`src/pole_detect_pkg.sv`:
```
package pole_detect_pkg;
  // register indices; byte address is four times the index
  localparam logic [13:0] IDX_PHASE_INDUCTANCE = 14'h3908;
  localparam logic [13:0] IDX_PHASE_RESISTANCE = 14'h3909;
  localparam logic [13:0] IDX_CURRENT_RESPONSE_AUTO_TUNE = 14'h3912;
  localparam logic [13:0] IDX_CURRENT_PROPORTIONAL_GAIN = 14'h3913;
  localparam logic [13:0] IDX_CURRENT_INTEGRAL_GAIN = 14'h3914;
  localparam logic [13:0] IDX_POLE_DETECT_METHOD = 14'h3920;
  localparam logic [13:0] IDX_ESTIMATE_FORCE_TIME = 14'h3922;
  localparam logic [13:0] IDX_ESTIMATE_FORCE_LEVEL = 14'h3923;
  localparam logic [13:0] IDX_ZERO_MOVE_PULSE_WIDTH = 14'h3924;
  localparam logic [13:0] IDX_STOP_MOVE_THRESHOLD = 14'h3925;
  localparam logic [13:0] IDX_STOP_JUDGE_TIME = 14'h3926;
  localparam logic [13:0] IDX_STOP_TIME_LIMIT = 14'h3927;
  localparam logic [13:0] IDX_ESTIMATE_FORCE_FILTER = 14'h3328;
  localparam logic [13:0] IDX_DETECT_STATUS = 14'h3A00;
  localparam logic [13:0] IDX_IRQ_STATUS = 14'h3A01;
  localparam logic [13:0] IDX_IRQ_ENABLE = 14'h3A02;
  localparam logic [13:0] IDX_IRQ_CLEAR = 14'h3A03;
  localparam logic [13:0] IDX_POLE_ANGLE = 14'h3A04;

  // method selector codes
  localparam logic [15:0] METHOD_ESTIMATE = 16'h0002;
  localparam logic [15:0] METHOD_RESTORE = 16'h0003;

  // status and interrupt bit positions
  localparam int BIT_DONE = 0;
  localparam int BIT_ERR_STOP = 1;
  localparam int BIT_ERR_OVERLOAD = 2;
  localparam int BIT_BUSY = 3;
  localparam int BIT_READY = 4;
  localparam int IRQ_W = 3;

  // reset values
  localparam logic [15:0] RST_ZERO = 16'h0000;
  localparam logic [15:0] RST_RESPONSE = 16'h0064;
  localparam logic [15:0] RST_FORCE_TIME = 16'h0064;
  localparam logic [15:0] RST_FORCE_LEVEL = 16'h0064;

  // gain scaling: gain = (winding value * response) >> shift
  localparam int GAIN_SHIFT = 8;

  // timing
  localparam int CLK_PERIOD_PS = 8000;
  localparam int MS_PS = 1000000000;
  localparam int MS_CYCLES = MS_PS / CLK_PERIOD_PS;
  localparam int WINDOW_MS = 2;
  localparam int FILTER_STEP_PS = 10000000;
  localparam int FILTER_STEP_CYCLES = FILTER_STEP_PS / CLK_PERIOD_PS;

  // angle step between trials (quarter turn)
  localparam logic [15:0] ANGLE_STEP = 16'h4000;

  typedef enum logic [1:0] {AXI_OKAY = 2'b00, AXI_SLVERR = 2'b10} axi_resp_t;

  typedef struct packed {
    logic [15:0] force_time;
    logic [15:0] force_level;
    logic [15:0] zero_width;
    logic [15:0] stop_thr;
    logic [15:0] stop_time;
    logic [15:0] stop_limit;
  } est_cfg_t;
endpackage

```
`src/pole_detect.sv`:
```
`timescale 1ns/1ps
// Function
// - estimate pole at first servo-on after power-up
// - pole data kept until power reset
// - method value 2 selects estimation
// - each force applied for set milliseconds
// - force magnitude from percentage setting
// - travel below pulse width means no move
// - stop: window counts within threshold long enough
// - no stop before limit raises error 61.1
// - force filter in 0.01 ms, zero disables
// - gains computed from inductance, resistance, response
// - long heavy forcing reports overload 16.0
// - settings except the force filter captured when estimation starts
// - method value 3 restores stored pole data
// - several force trials judge direction
module pole_detect #(
  parameter int MS_COUNT = pole_detect_pkg::MS_CYCLES,
  parameter int N_TRIALS = 4,
  parameter logic [31:0] OVERLOAD_LIMIT = 32'h0001_86A0,
  parameter logic [15:0] OVERLOAD_COOL = 16'h0032
) (
  // clock and reset
  input wire logic aclk,
  input wire logic aresetn,
  // axi4-lite slave
  input wire logic [15:0] s_axi_awaddr,
  input wire logic s_axi_awvalid,
  output logic s_axi_awready,
  input wire logic [31:0] s_axi_wdata,
  input wire logic [3:0] s_axi_wstrb,
  input wire logic s_axi_wvalid,
  output logic s_axi_wready,
  output logic [1:0] s_axi_bresp,
  output logic s_axi_bvalid,
  input wire logic s_axi_bready,
  input wire logic [15:0] s_axi_araddr,
  input wire logic s_axi_arvalid,
  output logic s_axi_arready,
  output logic [31:0] s_axi_rdata,
  output logic [1:0] s_axi_rresp,
  output logic s_axi_rvalid,
  input wire logic s_axi_rready,
  // drive pins
  input wire logic servo_on,
  input wire logic enc_a,
  input wire logic enc_b,
  // motor side
  output logic [15:0] force_cmd,
  output logic [15:0] force_angle,
  output logic [15:0] current_kp,
  output logic [15:0] current_ki,
  output logic servo_ready,
  output logic irq
);
  typedef enum logic [2:0] {ST_IDLE, ST_FORCE, ST_SETTLE, ST_DONE, ST_FAIL} st_t;

  ////////////////////////////////////////////////////////////////////////////////
  // pin synchronisers and encoder
  logic [2:0] sync1_q;
  logic [2:0] sync2_q;
  logic [2:0] prev_q;
  logic signed [31:0] enc_pos_q;
  logic on_s;
  logic a_s;
  logic b_s;
  logic on_rise;
  logic cnt_up;
  logic cnt_dn;

  always_ff @(posedge aclk) begin
    if (!aresetn) begin
      sync1_q <= 3'h0;
      sync2_q <= 3'h0;
      prev_q <= 3'h0;
    end else begin
      sync1_q <= {servo_on, enc_b, enc_a};
      sync2_q <= sync1_q;
      prev_q <= sync2_q;
    end
  end

  assign on_s = sync2_q[2];
  assign b_s = sync2_q[1];
  assign a_s = sync2_q[0];
  assign on_rise = on_s & ~prev_q[2];
  // x4 quadrature: a leading b counts up
  assign cnt_up = (a_s ^ prev_q[0]) ? (a_s ^ b_s) : ((b_s ^ prev_q[1]) & ~(a_s ^ b_s));
  assign cnt_dn = (a_s ^ prev_q[0]) ? ~(a_s ^ b_s) : ((b_s ^ prev_q[1]) & (a_s ^ b_s));

  always_ff @(posedge aclk) begin
    if (!aresetn) begin
      enc_pos_q <= 32'sh0000_0000;
    end else if (cnt_up) begin
      enc_pos_q <= enc_pos_q + 32'sh0000_0001;
    end else if (cnt_dn) begin
      enc_pos_q <= enc_pos_q - 32'sh0000_0001;
    end
  end

  ////////////////////////////////////////////////////////////////////////////////
  // register file and axi4-lite slave
  logic [15:0] inductance_q;
  logic [15:0] resistance_q;
  logic [15:0] response_q;
  logic [15:0] kp_q;
  logic [15:0] ki_q;
  logic [15:0] method_q;
  logic [15:0] filter_tc_q;
  logic [15:0] pole_angle_q;
  localparam int IRQ_W_L = pole_detect_pkg::IRQ_W;
  logic [IRQ_W_L-1:0] irq_en_q;
  logic [IRQ_W_L-1:0] irq_st_q;
  pole_detect_pkg::est_cfg_t cfg_reg_q;
  logic aw_hold_q;
  logic w_hold_q;
  logic [13:0] aw_idx_q;
  logic [31:0] w_data_q;
  logic [3:0] w_strb_q;
  logic wr_go;
  logic [15:0] wv;
  logic [31:0] rd_mux;
  logic rd_ok;
  logic wr_ok;
  logic [31:0] kp_calc;
  logic [31:0] ki_calc;
  logic irq_clr_wr;
  logic [IRQ_W_L-1:0] ev;
  logic tune_q;
  logic done_q;

  assign wr_go = aw_hold_q & w_hold_q & ~s_axi_bvalid;
  assign wv = {w_strb_q[1] ? w_data_q[15:8] : 8'h00, w_strb_q[0] ? w_data_q[7:0] : 8'h00};

  always_ff @(posedge aclk) begin
    if (!aresetn) begin
      aw_hold_q <= 1'b0;
      w_hold_q <= 1'b0;
      aw_idx_q <= 14'h0000;
      w_data_q <= 32'h0000_0000;
      w_strb_q <= 4'h0;
      s_axi_bvalid <= 1'b0;
      s_axi_bresp <= pole_detect_pkg::AXI_OKAY;
    end else begin
      if (s_axi_awvalid & s_axi_awready) begin
        aw_hold_q <= 1'b1;
        aw_idx_q <= s_axi_awaddr[15:2];
      end
      if (s_axi_wvalid & s_axi_wready) begin
        w_hold_q <= 1'b1;
        w_data_q <= s_axi_wdata;
        w_strb_q <= s_axi_wstrb;
      end
      if (wr_go) begin
        aw_hold_q <= 1'b0;
        w_hold_q <= 1'b0;
        s_axi_bvalid <= 1'b1;
        s_axi_bresp <= wr_ok ? pole_detect_pkg::AXI_OKAY : pole_detect_pkg::AXI_SLVERR;
      end else if (s_axi_bready) begin
        s_axi_bvalid <= 1'b0;
      end
    end
  end

  assign s_axi_awready = ~aw_hold_q & ~s_axi_bvalid;
  assign s_axi_wready = ~w_hold_q & ~s_axi_bvalid;

  always_comb begin
    case (aw_idx_q)
      pole_detect_pkg::IDX_PHASE_INDUCTANCE, pole_detect_pkg::IDX_PHASE_RESISTANCE,
      pole_detect_pkg::IDX_CURRENT_RESPONSE_AUTO_TUNE,
      pole_detect_pkg::IDX_CURRENT_PROPORTIONAL_GAIN,
      pole_detect_pkg::IDX_CURRENT_INTEGRAL_GAIN, pole_detect_pkg::IDX_POLE_DETECT_METHOD,
      pole_detect_pkg::IDX_ESTIMATE_FORCE_TIME, pole_detect_pkg::IDX_ESTIMATE_FORCE_LEVEL,
      pole_detect_pkg::IDX_ZERO_MOVE_PULSE_WIDTH, pole_detect_pkg::IDX_STOP_MOVE_THRESHOLD,
      pole_detect_pkg::IDX_STOP_JUDGE_TIME, pole_detect_pkg::IDX_STOP_TIME_LIMIT,
      pole_detect_pkg::IDX_ESTIMATE_FORCE_FILTER, pole_detect_pkg::IDX_IRQ_ENABLE,
      pole_detect_pkg::IDX_IRQ_CLEAR, pole_detect_pkg::IDX_POLE_ANGLE: wr_ok = 1'b1;
      default: wr_ok = 1'b0;
    endcase
  end

  // written gains hold until the next tune write
  assign kp_calc = (32'(inductance_q) * 32'(response_q)) >> pole_detect_pkg::GAIN_SHIFT;
  assign ki_calc = (32'(resistance_q) * 32'(response_q)) >> pole_detect_pkg::GAIN_SHIFT;

  always_ff @(posedge aclk) begin
    if (!aresetn) begin
      inductance_q <= pole_detect_pkg::RST_ZERO;
      resistance_q <= pole_detect_pkg::RST_ZERO;
      response_q <= pole_detect_pkg::RST_RESPONSE;
      kp_q <= pole_detect_pkg::RST_ZERO;
      ki_q <= pole_detect_pkg::RST_ZERO;
      method_q <= pole_detect_pkg::RST_ZERO;
      filter_tc_q <= pole_detect_pkg::RST_ZERO;
      irq_en_q <= '0;
      cfg_reg_q <= '{pole_detect_pkg::RST_FORCE_TIME, pole_detect_pkg::RST_FORCE_LEVEL,
                     16'h0000, 16'h0000, 16'h0000, 16'h0000};
    end else if (wr_go) begin
      case (aw_idx_q)
        pole_detect_pkg::IDX_PHASE_INDUCTANCE: inductance_q <= wv;
        pole_detect_pkg::IDX_PHASE_RESISTANCE: resistance_q <= wv;
        pole_detect_pkg::IDX_CURRENT_RESPONSE_AUTO_TUNE: begin
          response_q <= wv;
        end
        pole_detect_pkg::IDX_CURRENT_PROPORTIONAL_GAIN: kp_q <= wv;
        pole_detect_pkg::IDX_CURRENT_INTEGRAL_GAIN: ki_q <= wv;
        pole_detect_pkg::IDX_POLE_DETECT_METHOD: method_q <= wv;
        pole_detect_pkg::IDX_ESTIMATE_FORCE_TIME: cfg_reg_q.force_time <= wv;
        pole_detect_pkg::IDX_ESTIMATE_FORCE_LEVEL: cfg_reg_q.force_level <= wv;
        pole_detect_pkg::IDX_ZERO_MOVE_PULSE_WIDTH: cfg_reg_q.zero_width <= wv;
        pole_detect_pkg::IDX_STOP_MOVE_THRESHOLD: cfg_reg_q.stop_thr <= wv;
        pole_detect_pkg::IDX_STOP_JUDGE_TIME: cfg_reg_q.stop_time <= wv;
        pole_detect_pkg::IDX_STOP_TIME_LIMIT: cfg_reg_q.stop_limit <= wv;
        pole_detect_pkg::IDX_ESTIMATE_FORCE_FILTER: filter_tc_q <= wv;
        pole_detect_pkg::IDX_IRQ_ENABLE: irq_en_q <= wv[IRQ_W_L-1:0];
        default: begin
        end
      endcase
    end else if (tune_q) begin
      kp_q <= kp_calc[15:0];
      ki_q <= ki_calc[15:0];
    end
  end

  // auto tune runs one cycle after a write to the response register
  always_ff @(posedge aclk) begin
    if (!aresetn) begin
      tune_q <= 1'b0;
    end else begin
      tune_q <= wr_go & (aw_idx_q == pole_detect_pkg::IDX_CURRENT_RESPONSE_AUTO_TUNE);
    end
  end

  ////////////////////////////////////////////////////////////////////////////////
  // read channel
  st_t st_q;
  logic pole_valid_q;
  logic err_stop_q;
  logic err_ol_q;

  always_comb begin
    rd_ok = 1'b1;
    rd_mux = 32'h0000_0000;
    case (s_axi_araddr[15:2])
      pole_detect_pkg::IDX_PHASE_INDUCTANCE: rd_mux[15:0] = inductance_q;
      pole_detect_pkg::IDX_PHASE_RESISTANCE: rd_mux[15:0] = resistance_q;
      pole_detect_pkg::IDX_CURRENT_RESPONSE_AUTO_TUNE: rd_mux[15:0] = response_q;
      pole_detect_pkg::IDX_CURRENT_PROPORTIONAL_GAIN: rd_mux[15:0] = kp_q;
      pole_detect_pkg::IDX_CURRENT_INTEGRAL_GAIN: rd_mux[15:0] = ki_q;
      pole_detect_pkg::IDX_POLE_DETECT_METHOD: rd_mux[15:0] = method_q;
      pole_detect_pkg::IDX_ESTIMATE_FORCE_TIME: rd_mux[15:0] = cfg_reg_q.force_time;
      pole_detect_pkg::IDX_ESTIMATE_FORCE_LEVEL: rd_mux[15:0] = cfg_reg_q.force_level;
      pole_detect_pkg::IDX_ZERO_MOVE_PULSE_WIDTH: rd_mux[15:0] = cfg_reg_q.zero_width;
      pole_detect_pkg::IDX_STOP_MOVE_THRESHOLD: rd_mux[15:0] = cfg_reg_q.stop_thr;
      pole_detect_pkg::IDX_STOP_JUDGE_TIME: rd_mux[15:0] = cfg_reg_q.stop_time;
      pole_detect_pkg::IDX_STOP_TIME_LIMIT: rd_mux[15:0] = cfg_reg_q.stop_limit;
      pole_detect_pkg::IDX_ESTIMATE_FORCE_FILTER: rd_mux[15:0] = filter_tc_q;
      pole_detect_pkg::IDX_DETECT_STATUS: begin
        rd_mux[pole_detect_pkg::BIT_DONE] = pole_valid_q;
        rd_mux[pole_detect_pkg::BIT_ERR_STOP] = err_stop_q;
        rd_mux[pole_detect_pkg::BIT_ERR_OVERLOAD] = err_ol_q;
        rd_mux[pole_detect_pkg::BIT_BUSY] = (st_q == ST_FORCE) | (st_q == ST_SETTLE);
        rd_mux[pole_detect_pkg::BIT_READY] = servo_ready;
      end
      pole_detect_pkg::IDX_IRQ_STATUS: rd_mux[IRQ_W_L-1:0] = irq_st_q;
      pole_detect_pkg::IDX_IRQ_ENABLE: rd_mux[IRQ_W_L-1:0] = irq_en_q;
      pole_detect_pkg::IDX_IRQ_CLEAR: rd_mux = 32'h0000_0000;
      pole_detect_pkg::IDX_POLE_ANGLE: rd_mux[15:0] = pole_angle_q;
      default: rd_ok = 1'b0;
    endcase
  end

  assign s_axi_arready = ~s_axi_rvalid;

  always_ff @(posedge aclk) begin
    if (!aresetn) begin
      s_axi_rvalid <= 1'b0;
      s_axi_rdata <= 32'h0000_0000;
      s_axi_rresp <= pole_detect_pkg::AXI_OKAY;
    end else if (s_axi_arvalid & s_axi_arready) begin
      s_axi_rvalid <= 1'b1;
      s_axi_rdata <= rd_mux;
      s_axi_rresp <= rd_ok ? pole_detect_pkg::AXI_OKAY : pole_detect_pkg::AXI_SLVERR;
    end else if (s_axi_rready) begin
      s_axi_rvalid <= 1'b0;
    end
  end

  ////////////////////////////////////////////////////////////////////////////////
  // millisecond and window timing
  logic [31:0] ms_cnt_q;
  logic ms_tick;
  logic [1:0] win_cnt_q;
  logic win_tick;
  logic signed [31:0] win_start_q;
  logic signed [31:0] win_move;
  logic [31:0] win_abs;

  assign ms_tick = (ms_cnt_q == 32'(MS_COUNT - 1));
  assign win_tick = ms_tick & (win_cnt_q == 2'(pole_detect_pkg::WINDOW_MS - 1));
  assign win_move = enc_pos_q - win_start_q;
  assign win_abs = win_move[31] ? 32'(-win_move) : 32'(win_move);

  always_ff @(posedge aclk) begin
    if (!aresetn || st_q == ST_IDLE) begin
      ms_cnt_q <= 32'h0000_0000;
      win_cnt_q <= 2'h0;
      win_start_q <= 32'sh0000_0000;
    end else begin
      ms_cnt_q <= ms_tick ? 32'h0000_0000 : ms_cnt_q + 32'h0000_0001;
      if (ms_tick) begin
        win_cnt_q <= win_tick ? 2'h0 : win_cnt_q + 2'h1;
      end
      if (win_tick) begin
        win_start_q <= enc_pos_q;
      end
    end
  end

  ////////////////////////////////////////////////////////////////////////////////
  // estimation sequencer
  pole_detect_pkg::est_cfg_t cfg_q;
  logic [15:0] phase_ms_q;
  logic [15:0] still_ms_q;
  logic [7:0] trial_q;
  logic [15:0] test_angle_q;
  logic signed [31:0] trial_start_q;
  logic signed [31:0] best_move_q;
  logic signed [31:0] trial_move;
  logic [31:0] trial_abs;
  logic [15:0] target_q;
  logic est_start;
  logic restore_start;
  logic ol_trip;

  assign est_start = on_rise & ~pole_valid_q &
    (method_q == pole_detect_pkg::METHOD_ESTIMATE);
  assign restore_start = on_rise & ~pole_valid_q &
    (method_q == pole_detect_pkg::METHOD_RESTORE);
  assign trial_move = enc_pos_q - trial_start_q;
  assign trial_abs = trial_move[31] ? 32'(-trial_move) : 32'(trial_move);

  always_ff @(posedge aclk) begin
    if (!aresetn) begin
      st_q <= ST_IDLE;
      cfg_q <= '0;
      phase_ms_q <= 16'h0000;
      still_ms_q <= 16'h0000;
      trial_q <= 8'h00;
      test_angle_q <= 16'h0000;
      trial_start_q <= 32'sh0000_0000;
      best_move_q <= 32'sh0000_0000;
      pole_angle_q <= 16'h0000;
      pole_valid_q <= 1'b0;
      err_stop_q <= 1'b0;
      err_ol_q <= 1'b0;
      target_q <= 16'h0000;
    end else begin
      if (wr_go && aw_idx_q == pole_detect_pkg::IDX_POLE_ANGLE) begin
        pole_angle_q <= wv;
      end
      case (st_q)
        ST_IDLE: begin
          if (est_start) begin
            cfg_q <= cfg_reg_q;
            st_q <= ST_FORCE;
            trial_q <= 8'h00;
            test_angle_q <= 16'h0000;
            trial_start_q <= enc_pos_q;
            best_move_q <= 32'sh0000_0000;
            phase_ms_q <= 16'h0000;
            target_q <= cfg_reg_q.force_level;
          end else if (restore_start) begin
            pole_valid_q <= 1'b1;
            st_q <= ST_DONE;
          end
        end
        ST_FORCE: begin
          if (ms_tick) begin
            phase_ms_q <= phase_ms_q + 16'h0001;
          end
          if (ms_tick && phase_ms_q + 16'h0001 >= cfg_q.force_time) begin
            target_q <= 16'h0000;
            phase_ms_q <= 16'h0000;
            still_ms_q <= 16'h0000;
            st_q <= ST_SETTLE;
            // forward travel of at least the zero width counts
            if (trial_abs >= 32'(cfg_q.zero_width) && trial_move > best_move_q) begin
              best_move_q <= trial_move;
              pole_angle_q <= test_angle_q;
            end
          end
        end
        ST_SETTLE: begin
          if (ms_tick) begin
            phase_ms_q <= phase_ms_q + 16'h0001;
          end
          if (win_tick) begin
            still_ms_q <= (win_abs <= 32'(cfg_q.stop_thr)) ?
                          still_ms_q + 16'(pole_detect_pkg::WINDOW_MS) : 16'h0000;
          end
          if (still_ms_q >= cfg_q.stop_time && still_ms_q != 16'h0000) begin
            if (trial_q == 8'(N_TRIALS - 1)) begin
              pole_valid_q <= 1'b1;
              st_q <= ST_DONE;
            end else begin
              trial_q <= trial_q + 8'h01;
              test_angle_q <= test_angle_q + pole_detect_pkg::ANGLE_STEP;
              trial_start_q <= enc_pos_q;
              phase_ms_q <= 16'h0000;
              target_q <= cfg_q.force_level;
              st_q <= ST_FORCE;
            end
          end else if (ms_tick && phase_ms_q + 16'h0001 >= cfg_q.stop_limit) begin
            err_stop_q <= 1'b1;
            st_q <= ST_FAIL;
          end
        end
        ST_DONE: begin
        end
        ST_FAIL: begin
          target_q <= 16'h0000;
        end
        default: st_q <= ST_IDLE;
      endcase
      if (ol_trip && (st_q == ST_FORCE || st_q == ST_SETTLE)) begin
        err_ol_q <= 1'b1;
        target_q <= 16'h0000;
        st_q <= ST_FAIL;
      end
    end
  end

  ////////////////////////////////////////////////////////////////////////////////
  // force filter and overload integrator
  logic [15:0] filt_q;
  logic [10:0] fstep_cnt_q;
  logic fstep;
  logic signed [31:0] facc_q;
  logic [31:0] ol_acc_q;

  assign fstep = (fstep_cnt_q == 11'(pole_detect_pkg::FILTER_STEP_CYCLES - 1));
  assign ol_trip = (ol_acc_q >= OVERLOAD_LIMIT);

  // first-order lag: slope is (target - out) per tc steps
  always_ff @(posedge aclk) begin
    if (!aresetn) begin
      filt_q <= 16'h0000;
      fstep_cnt_q <= 11'h000;
      facc_q <= 32'sh0000_0000;
    end else if (filter_tc_q == 16'h0000) begin
      filt_q <= target_q;
      facc_q <= 32'sh0000_0000;
      fstep_cnt_q <= 11'h000;
    end else begin
      fstep_cnt_q <= fstep ? 11'h000 : fstep_cnt_q + 11'h001;
      if (fstep) begin
        facc_q <= facc_q + (32'(target_q) - 32'(filt_q));
      end else if (facc_q >= signed'(32'(filter_tc_q))) begin
        facc_q <= facc_q - 32'(filter_tc_q);
        filt_q <= filt_q + 16'h0001;
      end else if (facc_q <= -signed'(32'(filter_tc_q))) begin
        facc_q <= facc_q + 32'(filter_tc_q);
        filt_q <= filt_q - 16'h0001;
      end
    end
  end

  // heat grows with force each ms and cools while no force is out
  always_ff @(posedge aclk) begin
    if (!aresetn) begin
      ol_acc_q <= 32'h0000_0000;
    end else if (ms_tick) begin
      if (filt_q != 16'h0000) begin
        ol_acc_q <= ol_acc_q + 32'(filt_q);
      end else begin
        ol_acc_q <= (ol_acc_q > 32'(OVERLOAD_COOL)) ? ol_acc_q - 32'(OVERLOAD_COOL) : 32'h0;
      end
    end
  end

  ////////////////////////////////////////////////////////////////////////////////
  // interrupts and outputs
  assign ev = {ol_trip & ~err_ol_q & (st_q == ST_FORCE || st_q == ST_SETTLE),
               (st_q == ST_SETTLE) & ms_tick & (phase_ms_q + 16'h0001 >= cfg_q.stop_limit),
               pole_valid_q & ~done_q};
  assign irq_clr_wr = wr_go & (aw_idx_q == pole_detect_pkg::IDX_IRQ_CLEAR);

  // a fresh event wins over a clear written in the same cycle
  always_ff @(posedge aclk) begin
    if (!aresetn) begin
      irq_st_q <= '0;
      done_q <= 1'b0;
    end else begin
      irq_st_q <= (irq_st_q & ~(irq_clr_wr ? wv[IRQ_W_L-1:0] : '0)) | ev;
      done_q <= pole_valid_q;
    end
  end

  always_ff @(posedge aclk) begin
    if (!aresetn) begin
      irq <= 1'b0;
      servo_ready <= 1'b0;
      force_cmd <= 16'h0000;
      force_angle <= 16'h0000;
      current_kp <= 16'h0000;
      current_ki <= 16'h0000;
    end else begin
      irq <= |(irq_st_q & irq_en_q);
      servo_ready <= on_s & pole_valid_q & ~err_stop_q & ~err_ol_q;
      force_cmd <= filt_q;
      force_angle <= test_angle_q;
      current_kp <= kp_q;
      current_ki <= ki_q;
    end
  end
endmodule // pole_detect

```
`config.mk`:
```
export PLATFORM = sky130hd
export DESIGN_NAME = pole_detect
export DESIGN_NICKNAME = d
export VERILOG_FILES = /design/src/pole_detect_pkg.sv /design/src/pole_detect.sv
export SDC_FILE = /design/constraint.sdc
export NUM_CORES = 2
export LEC_CHECK = 0
export ABC_AREA = 1
export BUFFER_PORTS_ARGS = -buffer_cell sky130_fd_sc_hd__buf_4
export CORE_ASPECT_RATIO = 0.8
export CORE_MARGIN = 2
export CORE_UTILIZATION = 45
export CTS_CLUSTER_SIZE = 25
export DETAILED_ROUTE_END_ITERATION = 12
export GPL_ROUTABILITY_DRIVEN = 0
export GPL_TIMING_DRIVEN = 0
export PLACE_DENSITY = 0.7
export SYNTH_ARGS = -nofsm -noshare
export SYNTH_HDL_FRONTEND = slang
export SYNTH_SLANG_ARGS = --single-unit
```
`constraint.sdc`:
```
create_clock -name aclk -period 8.2 [get_ports aclk]
set_clock_uncertainty 0.15 [all_clocks]
set_input_delay 0 -clock aclk [delete_from_list [all_inputs] [get_ports aclk]]
set_output_delay 0 -clock aclk [all_outputs]
set_load 0.005 [all_outputs]
```
; ---- Word-level counts from Yosys, hierarchy flattened
; Index checks and enable logic that the tools add are counted.
[totals]
ff_bits = 790
in_bits = 78
[classes]
n_addsub = 22
mul = 2
magnitude_cmp = 10
eq_ne = 62
mux = 82
bitwise = 45
reduce_logical = 58
[ops]
columns = op, n
row1 = $mux 32, 15
row2 = $eq 14x14->1 const B, 34
row3 = $mux 16, 27
row4 = $pmux 11 s14, 1
row5 = $pmux 32 s2, 2
row6 = $add 32x16->32, 2
row7 = $neg 32->32, 2
row8 = $pmux 16 s2, 2
row9 = $pmux 16 s4, 1
row10 = $sub 32x32->32, 2
row11 = $pmux 3 s17, 1
row12 = $ge 16x16->1, 3
row13 = $mul 16x16->24, 2
row14 = $pmux 16 s3, 1
row15 = $mux 8, 5
row16 = $reduce_and 2->1, 17
row17 = $add 16x1->16 const B, 2
row18 = $add 32x1->32 const B, 1
row19 = $add 32x2->32 const B, 1
row20 = $add 32x32->32, 1
row21 = $eq 16x2->1 const B, 2
row22 = $eq 32x17->1 const B, 1
row23 = $ge 32x16->1, 1
row24 = $ge 32x17->1, 1
row25 = 58 further kinds, 154

; ---- Longest topological paths before layout
[depth]
word_depth = 8
mapped_depth = 47
ltp_nobuf = 43

; ---- Worst setup path after synthesis
; OpenSTA, ideal clock, no wires.
[synth_timing]
kind = register to register
from = reg inductance_q[5]
to = reg kp_q[14]
setup_time_ns = 0.133
t_arrival_ns = 5.780
slack_ns = 2.136
path_stages_with_launch = 28
n_path_buf = 2
path_cell_list = dfxtp_1 clkbuf_1 clkbuf_1 nand2_1 fa_1 inv_1 fa_1 inv_1 fa_1 fa_1 fa_1 inv_1 fa_1 ha_1 nand2_1 nor2_1 nand2_1 o211ai_1 a31o_2 a21o_1 nand3_1 nand2_1 nand3_1 nand2_1 a21oi_1 or2_2 nand3_1 a31oi_1
[synth_between]
elab_chain_cells = 3
[synth_rtl]
columns = element, line
row1 = start: declaration, pole_detect.sv:103  ; logic [15:0] inductance_q;
row2 = start signal: assignment, pole_detect.sv:189  ; inductance_q <= pole_detect_pkg::RST_ZERO;
row3 = start signal: assignment, pole_detect.sv:201  ; pole_detect_pkg::IDX_PHASE_INDUCTANCE: inductance_q <= wv;
row4 = $mul 16x16->24, pole_detect.sv:184  ; assign kp_calc = (32'(inductance_q) * 32'(response_q)) >> pole_detect_pkg::GAIN_SHIFT;
row5 = $mux 16, pole_detect.sv:220  ; end else if (tune_q) begin
row6 = $mux 16, pole_detect.sv:199  ; end else if (wr_go) begin
row7 = end signal: assignment, pole_detect.sv:192  ; kp_q <= pole_detect_pkg::RST_ZERO;
row8 = end signal: assignment, pole_detect.sv:206  ; pole_detect_pkg::IDX_CURRENT_PROPORTIONAL_GAIN: kp_q <= wv;
row9 = end signal: assignment, pole_detect.sv:221  ; kp_q <= kp_calc[15:0];
row10 = end: declaration, pole_detect.sv:106  ; logic [15:0] kp_q;
; No other way between the ends. The select of a mux whose other input is x is not followed.
; A chain may end at the register's enable or synchronous reset.

; ---- Worst setup path in the final report
[layout_timing]
from = reg response_q[6]
to = reg ki_q[15]
[layout_between]
elab_chain_cells = 3
[layout_rtl]
columns = element, line
row1 = start: declaration, pole_detect.sv:105  ; logic [15:0] response_q;
row2 = start signal: assignment, pole_detect.sv:191  ; response_q <= pole_detect_pkg::RST_RESPONSE;
row3 = start signal: assignment, pole_detect.sv:204  ; response_q <= wv;
row4 = $mul 16x16->24, pole_detect.sv:185  ; assign ki_calc = (32'(resistance_q) * 32'(response_q)) >> pole_detect_pkg::GAIN_SHIFT;
row5 = $mux 16, pole_detect.sv:220
row6 = $mux 16, pole_detect.sv:199
row7 = end signal: assignment, pole_detect.sv:193  ; ki_q <= pole_detect_pkg::RST_ZERO;
row8 = end signal: assignment, pole_detect.sv:207  ; pole_detect_pkg::IDX_CURRENT_INTEGRAL_GAIN: ki_q <= wv;
row9 = end signal: assignment, pole_detect.sv:222  ; ki_q <= ki_calc[15:0];
row10 = end: declaration, pole_detect.sv:107  ; logic [15:0] ki_q;
; No other way between the ends. The select of a mux whose other input is x is not followed.

==> impl_metrics.tcl <==
set metrics [dict create \
    synth_async_sr_flop_share 0 \
    worstPathArrival_ns 8.34 \
    syn_area_per_cell_um2 6.837 \
    timing.hold.worst.class "input pin to register" \
    ys_seq_elements 759 \
    cpMaxStageDelayCell "sky130_fd_sc_hd__clkbuf_1" \
    cts-buffers-inserted 84 \
    power.total_uw 13990 \
    timing.hold.worst.start "aresetn" \
    row_count 122 \
    hpwlAfterDp_um 171500 \
    timing.critical_path.to_type "register" \
    detail_route.vias_per_cell 5.561 \
    hold_viol_final 0 \
    drtPass1Iterations 7 \
    tritoncts_clock_tree "yes" \
    cp-startpoint "response_q[6]" \
    timing_worst_setup_path_type "register to register" \
    drt_iter0_markers 7840 \
    start_kind "register" \
    cp_data_required_time_ns 8.61 \
    maxSlewHeadroom 0.01062 \
    num_vias 63960 \
    status "finished, final reports clean" \
    combPwrFrac 0.422 \
    routedWlPerCell_um 19.07 \
    finalCritPeriodShare 0.9666 \
    share_seq_of_total_power 0.284 \
    fin_nets 10460 \
    floorplan.initialDensity 0.4538 \
    worstMarginPinSlew_ns 1.484 \
    power.share.switching 0.4192 \
    intPower_uw 8125 \
    fin_util 0.5091 \
    routed_wirelength_um 219300 \
    grt_first_pass_wirelength_um 335700 \
    core_area_mm2 0.1385 \
    postSynthCellCount 9190 \
    number_of_enable_type_register_cells_in_the_synthesized_netlist 0 \
    clock-sinks 759 \
    dieArea_mm2 0.1426 \
    crit_buf_inv 9 \
    worst_path_largest_cell_delay_ns 0.69 \
    areaGrowthSynthToFinish_pct 12.19 \
    timing.final.max_slew_violations 0 \
    grtUsageTotal 0.2962 \
    grt_setup_unrepaired "false" \
    vdd_ir_drop_max_mv 0.1968 \
    cpMostUsedCell "sky130_fd_sc_hd__inv_1" \
    aggregate_negative_setup_slack_ns 0 \
    die-width_um 421.8 \
    clock_power_share 0.295 \
    drc 0 \
    power.density_mw_per_mm2 198.5 \
    mappedNetlistArea_mm2 0.06283 \
    drive_above_1_share 0.04308 \
    cts_root_buf "sky130_fd_sc_hd__clkbuf_16" \
    synth_cell_types 69 \
    cp_delay_by_family_top "adder cells" \
    initial_antenna_violation_count 7 \
    post_cts_resized 0 \
    max-cap-violations 0 \
    final_antenna_net_count 0 \
    gr-total-overflow 0 \
    power.net_switching_uw 5864 \
    max_clock_buf_depth 3 \
    setup-violations-final 0 \
    synth_ff_type "sky130_fd_sc_hd__dfxtp_1" \
    finalWorstPathRequiredPeriod_ns 7.926 \
    power.static_leakage_uw 0.03429 \
    die_height_um 338.2 \
    cp_max_fo 10 \
    max_freq_mhz 126.2 \
    clkTransAtPathRegs_ns 0.06 \
    io_pins 185 \
    yosysWarnings 0 \
    cts.htree.levels 3 \
    first_global_vias 59820 \
    timing.rr.start "response_q[6]" \
    synth.yosys.seq_area_share 0.2418 \
    clk-insertion-delay-late_ns 0.74 \
    maximum_number_of_pins_on_one_net_before_global_route_repair 34 \
    port_buffers 129 \
]
## layer usage
metal  track usage  routed length [um]
met3       0.07803               25350
met4        0.1240               10220
met2        0.4473               92500
met1        0.3987               91130
met5      0.002000                  66
## through the flow
stage,instance area [um^2],setup WS [ns],std cells,hold WS (ns)
final,70490,0.2739,11500,0.06718
after global routing,70470,0.05710,11500,0.08004
after CTS,70460,0.6418,11490,0.003108
after detailed placement,66240,0.6754,11210,0.08278
after global placement,66240,0.8251,11210,0.08124
after floorplan,62940,2.136,9221,-0.05237
## registers in the layout, indices dropped and copies added, names as in the netlist, 32 cells and up
signal and cells:
best_move_q 32, cfg_q 96, cfg_reg_q 96, enc_pos_q 32, facc_q 32, ms_cnt_q 32
ol_acc_q 32, trial_start_q 32, win_start_q 32
## synth_stat cells (17+ instances only)
cell type	instances	area share
sky130_fd_sc_hd__nor4_1	51	0.0051
sky130_fd_sc_hd__clkinv_1	19	0.0011
sky130_fd_sc_hd__fa_1	341	0.11
sky130_fd_sc_hd__or2_2	17	0.0017
sky130_fd_sc_hd__buf_1	23	0.0014
sky130_fd_sc_hd__ha_1	472	0.094
sky130_fd_sc_hd__a31oi_1	61	0.0061
sky130_fd_sc_hd__buf_4	38	0.0045
sky130_fd_sc_hd__o211ai_1	56	0.0067
sky130_fd_sc_hd__nand4_1	152	0.015
sky130_fd_sc_hd__inv_2	19	0.0011
sky130_fd_sc_hd__dfxtp_1	759	0.24
sky130_fd_sc_hd__nand2_1	1850	0.11
sky130_fd_sc_hd__a21oi_1	808	0.064
sky130_fd_sc_hd__o22ai_1	97	0.0097
sky130_fd_sc_hd__o21bai_1	48	0.0057
sky130_fd_sc_hd__nor2_1	653	0.039
sky130_fd_sc_hd__clkbuf_1	333	0.020
sky130_fd_sc_hd__o221ai_1	18	0.0025
sky130_fd_sc_hd__xor2_1	133	0.019
sky130_fd_sc_hd__xnor2_1	77	0.011
sky130_fd_sc_hd__inv_1	1755	0.10
sky130_fd_sc_hd__nand3_1	344	0.027
sky130_fd_sc_hd__nand3b_1	18	0.0022
sky130_fd_sc_hd__nor3b_1	17	0.0020
sky130_fd_sc_hd__o21a_1	23	0.0027
sky130_fd_sc_hd__nand2_2	19	0.0019
sky130_fd_sc_hd__nor3_1	99	0.0079
sky130_fd_sc_hd__a211oi_1	93	0.011
sky130_fd_sc_hd__o21ai_0	634	0.051
## cell families (layout without fill, tap and decap cells)
logic type               count (synthesis)  count (layout)  share of synthesized area
flip-flops                             759             759                     0.2418
adder cells (fa/ha/maj)                813             813                     0.2027
other                                    1              39                 0.00005969
buffers and inverters                 2201            2613                     0.1349
AND/OR/NAND/NOR                       3282            3282                     0.2207
AO/OA/AOI/OAI                         1922            1922                     0.1701
XOR/XNOR                               212             212                    0.02979
## placed cells by master, fill, tap and decap left out, drive strengths merged, types with 48 or more instances in the layout
cell type / netlist / layout
nand2: 1870 / 1870
nor3: 101 / 101
a211oi: 93 / 93
ha: 472 / 472
xor2: 134 / 134
xnor2: 78 / 78
clkbuf: 334 / 449
a21oi: 812 / 812
dfxtp: 759 / 759
o22ai: 97 / 97
nand4: 154 / 154
o21bai: 48 / 48
nor4: 51 / 51
a31oi: 61 / 61
dlygate4sd3: 0 / 128
fa: 341 / 341
buf: 72 / 201
o21ai: 643 / 643
inv: 1774 / 1780
nor2: 675 / 675
o211ai: 56 / 56
nand3: 352 / 352
## path summary, 6_finish.rpt
check	cells after the start	slack, ns	end
worst max-delay path	29	0.27	ki_q[15]
worst min-delay path	5	0.07	enc_pos_q[29]
worst max register to register	29	0.27	ki_q[15]
worst min register to register	2	0.27	sync2_q[1]
## worst min-delay path, stage by stage
cell and delay (ns):
sky130_fd_sc_hd__clkbuf_1 0.31, sky130_fd_sc_hd__clkbuf_1 0.32, sky130_fd_sc_hd__o21ai_0 0.12, sky130_fd_sc_hd__o21bai_1 0.11, sky130_fd_sc_hd__inv_1 0.03
## power groups by stage
stage / combinational, uW / sequential [uW] / clock, uW
global route: 6630 / 3980 / 4300
finish: 5900 / 3970 / 4120
CTS: 5760 / 3960 / 4140
detailed placement: 5670 / 4040 / 0
global placement: 5540 / 4040 / 0
floorplan: 4250 / 3980 / 0
## what timing repair did
item / 4_1_cts / 5_1_grt
endpoints found under the hold margin: 56 / 0
endpoints found under the setup margin: 0 / 0
hold buffers: 128 / 0
buffers inserted: 0 / 0
## cell type report
cell class	instances	area, um^2
Antenna cell	7	17.52
Buffer	408	1745
Clock buffer	115	2361
Clock inverter	40	580.6
Fill cell	13650	67960
Inverter	1793	6730
Multi-Input combinational cell	6261	39280
Sequential cell	759	15190
Tap cell	1860	2327
Timing Repair Buffer	257	2250
Note: power is estimated with default switching activity, not from simulation.
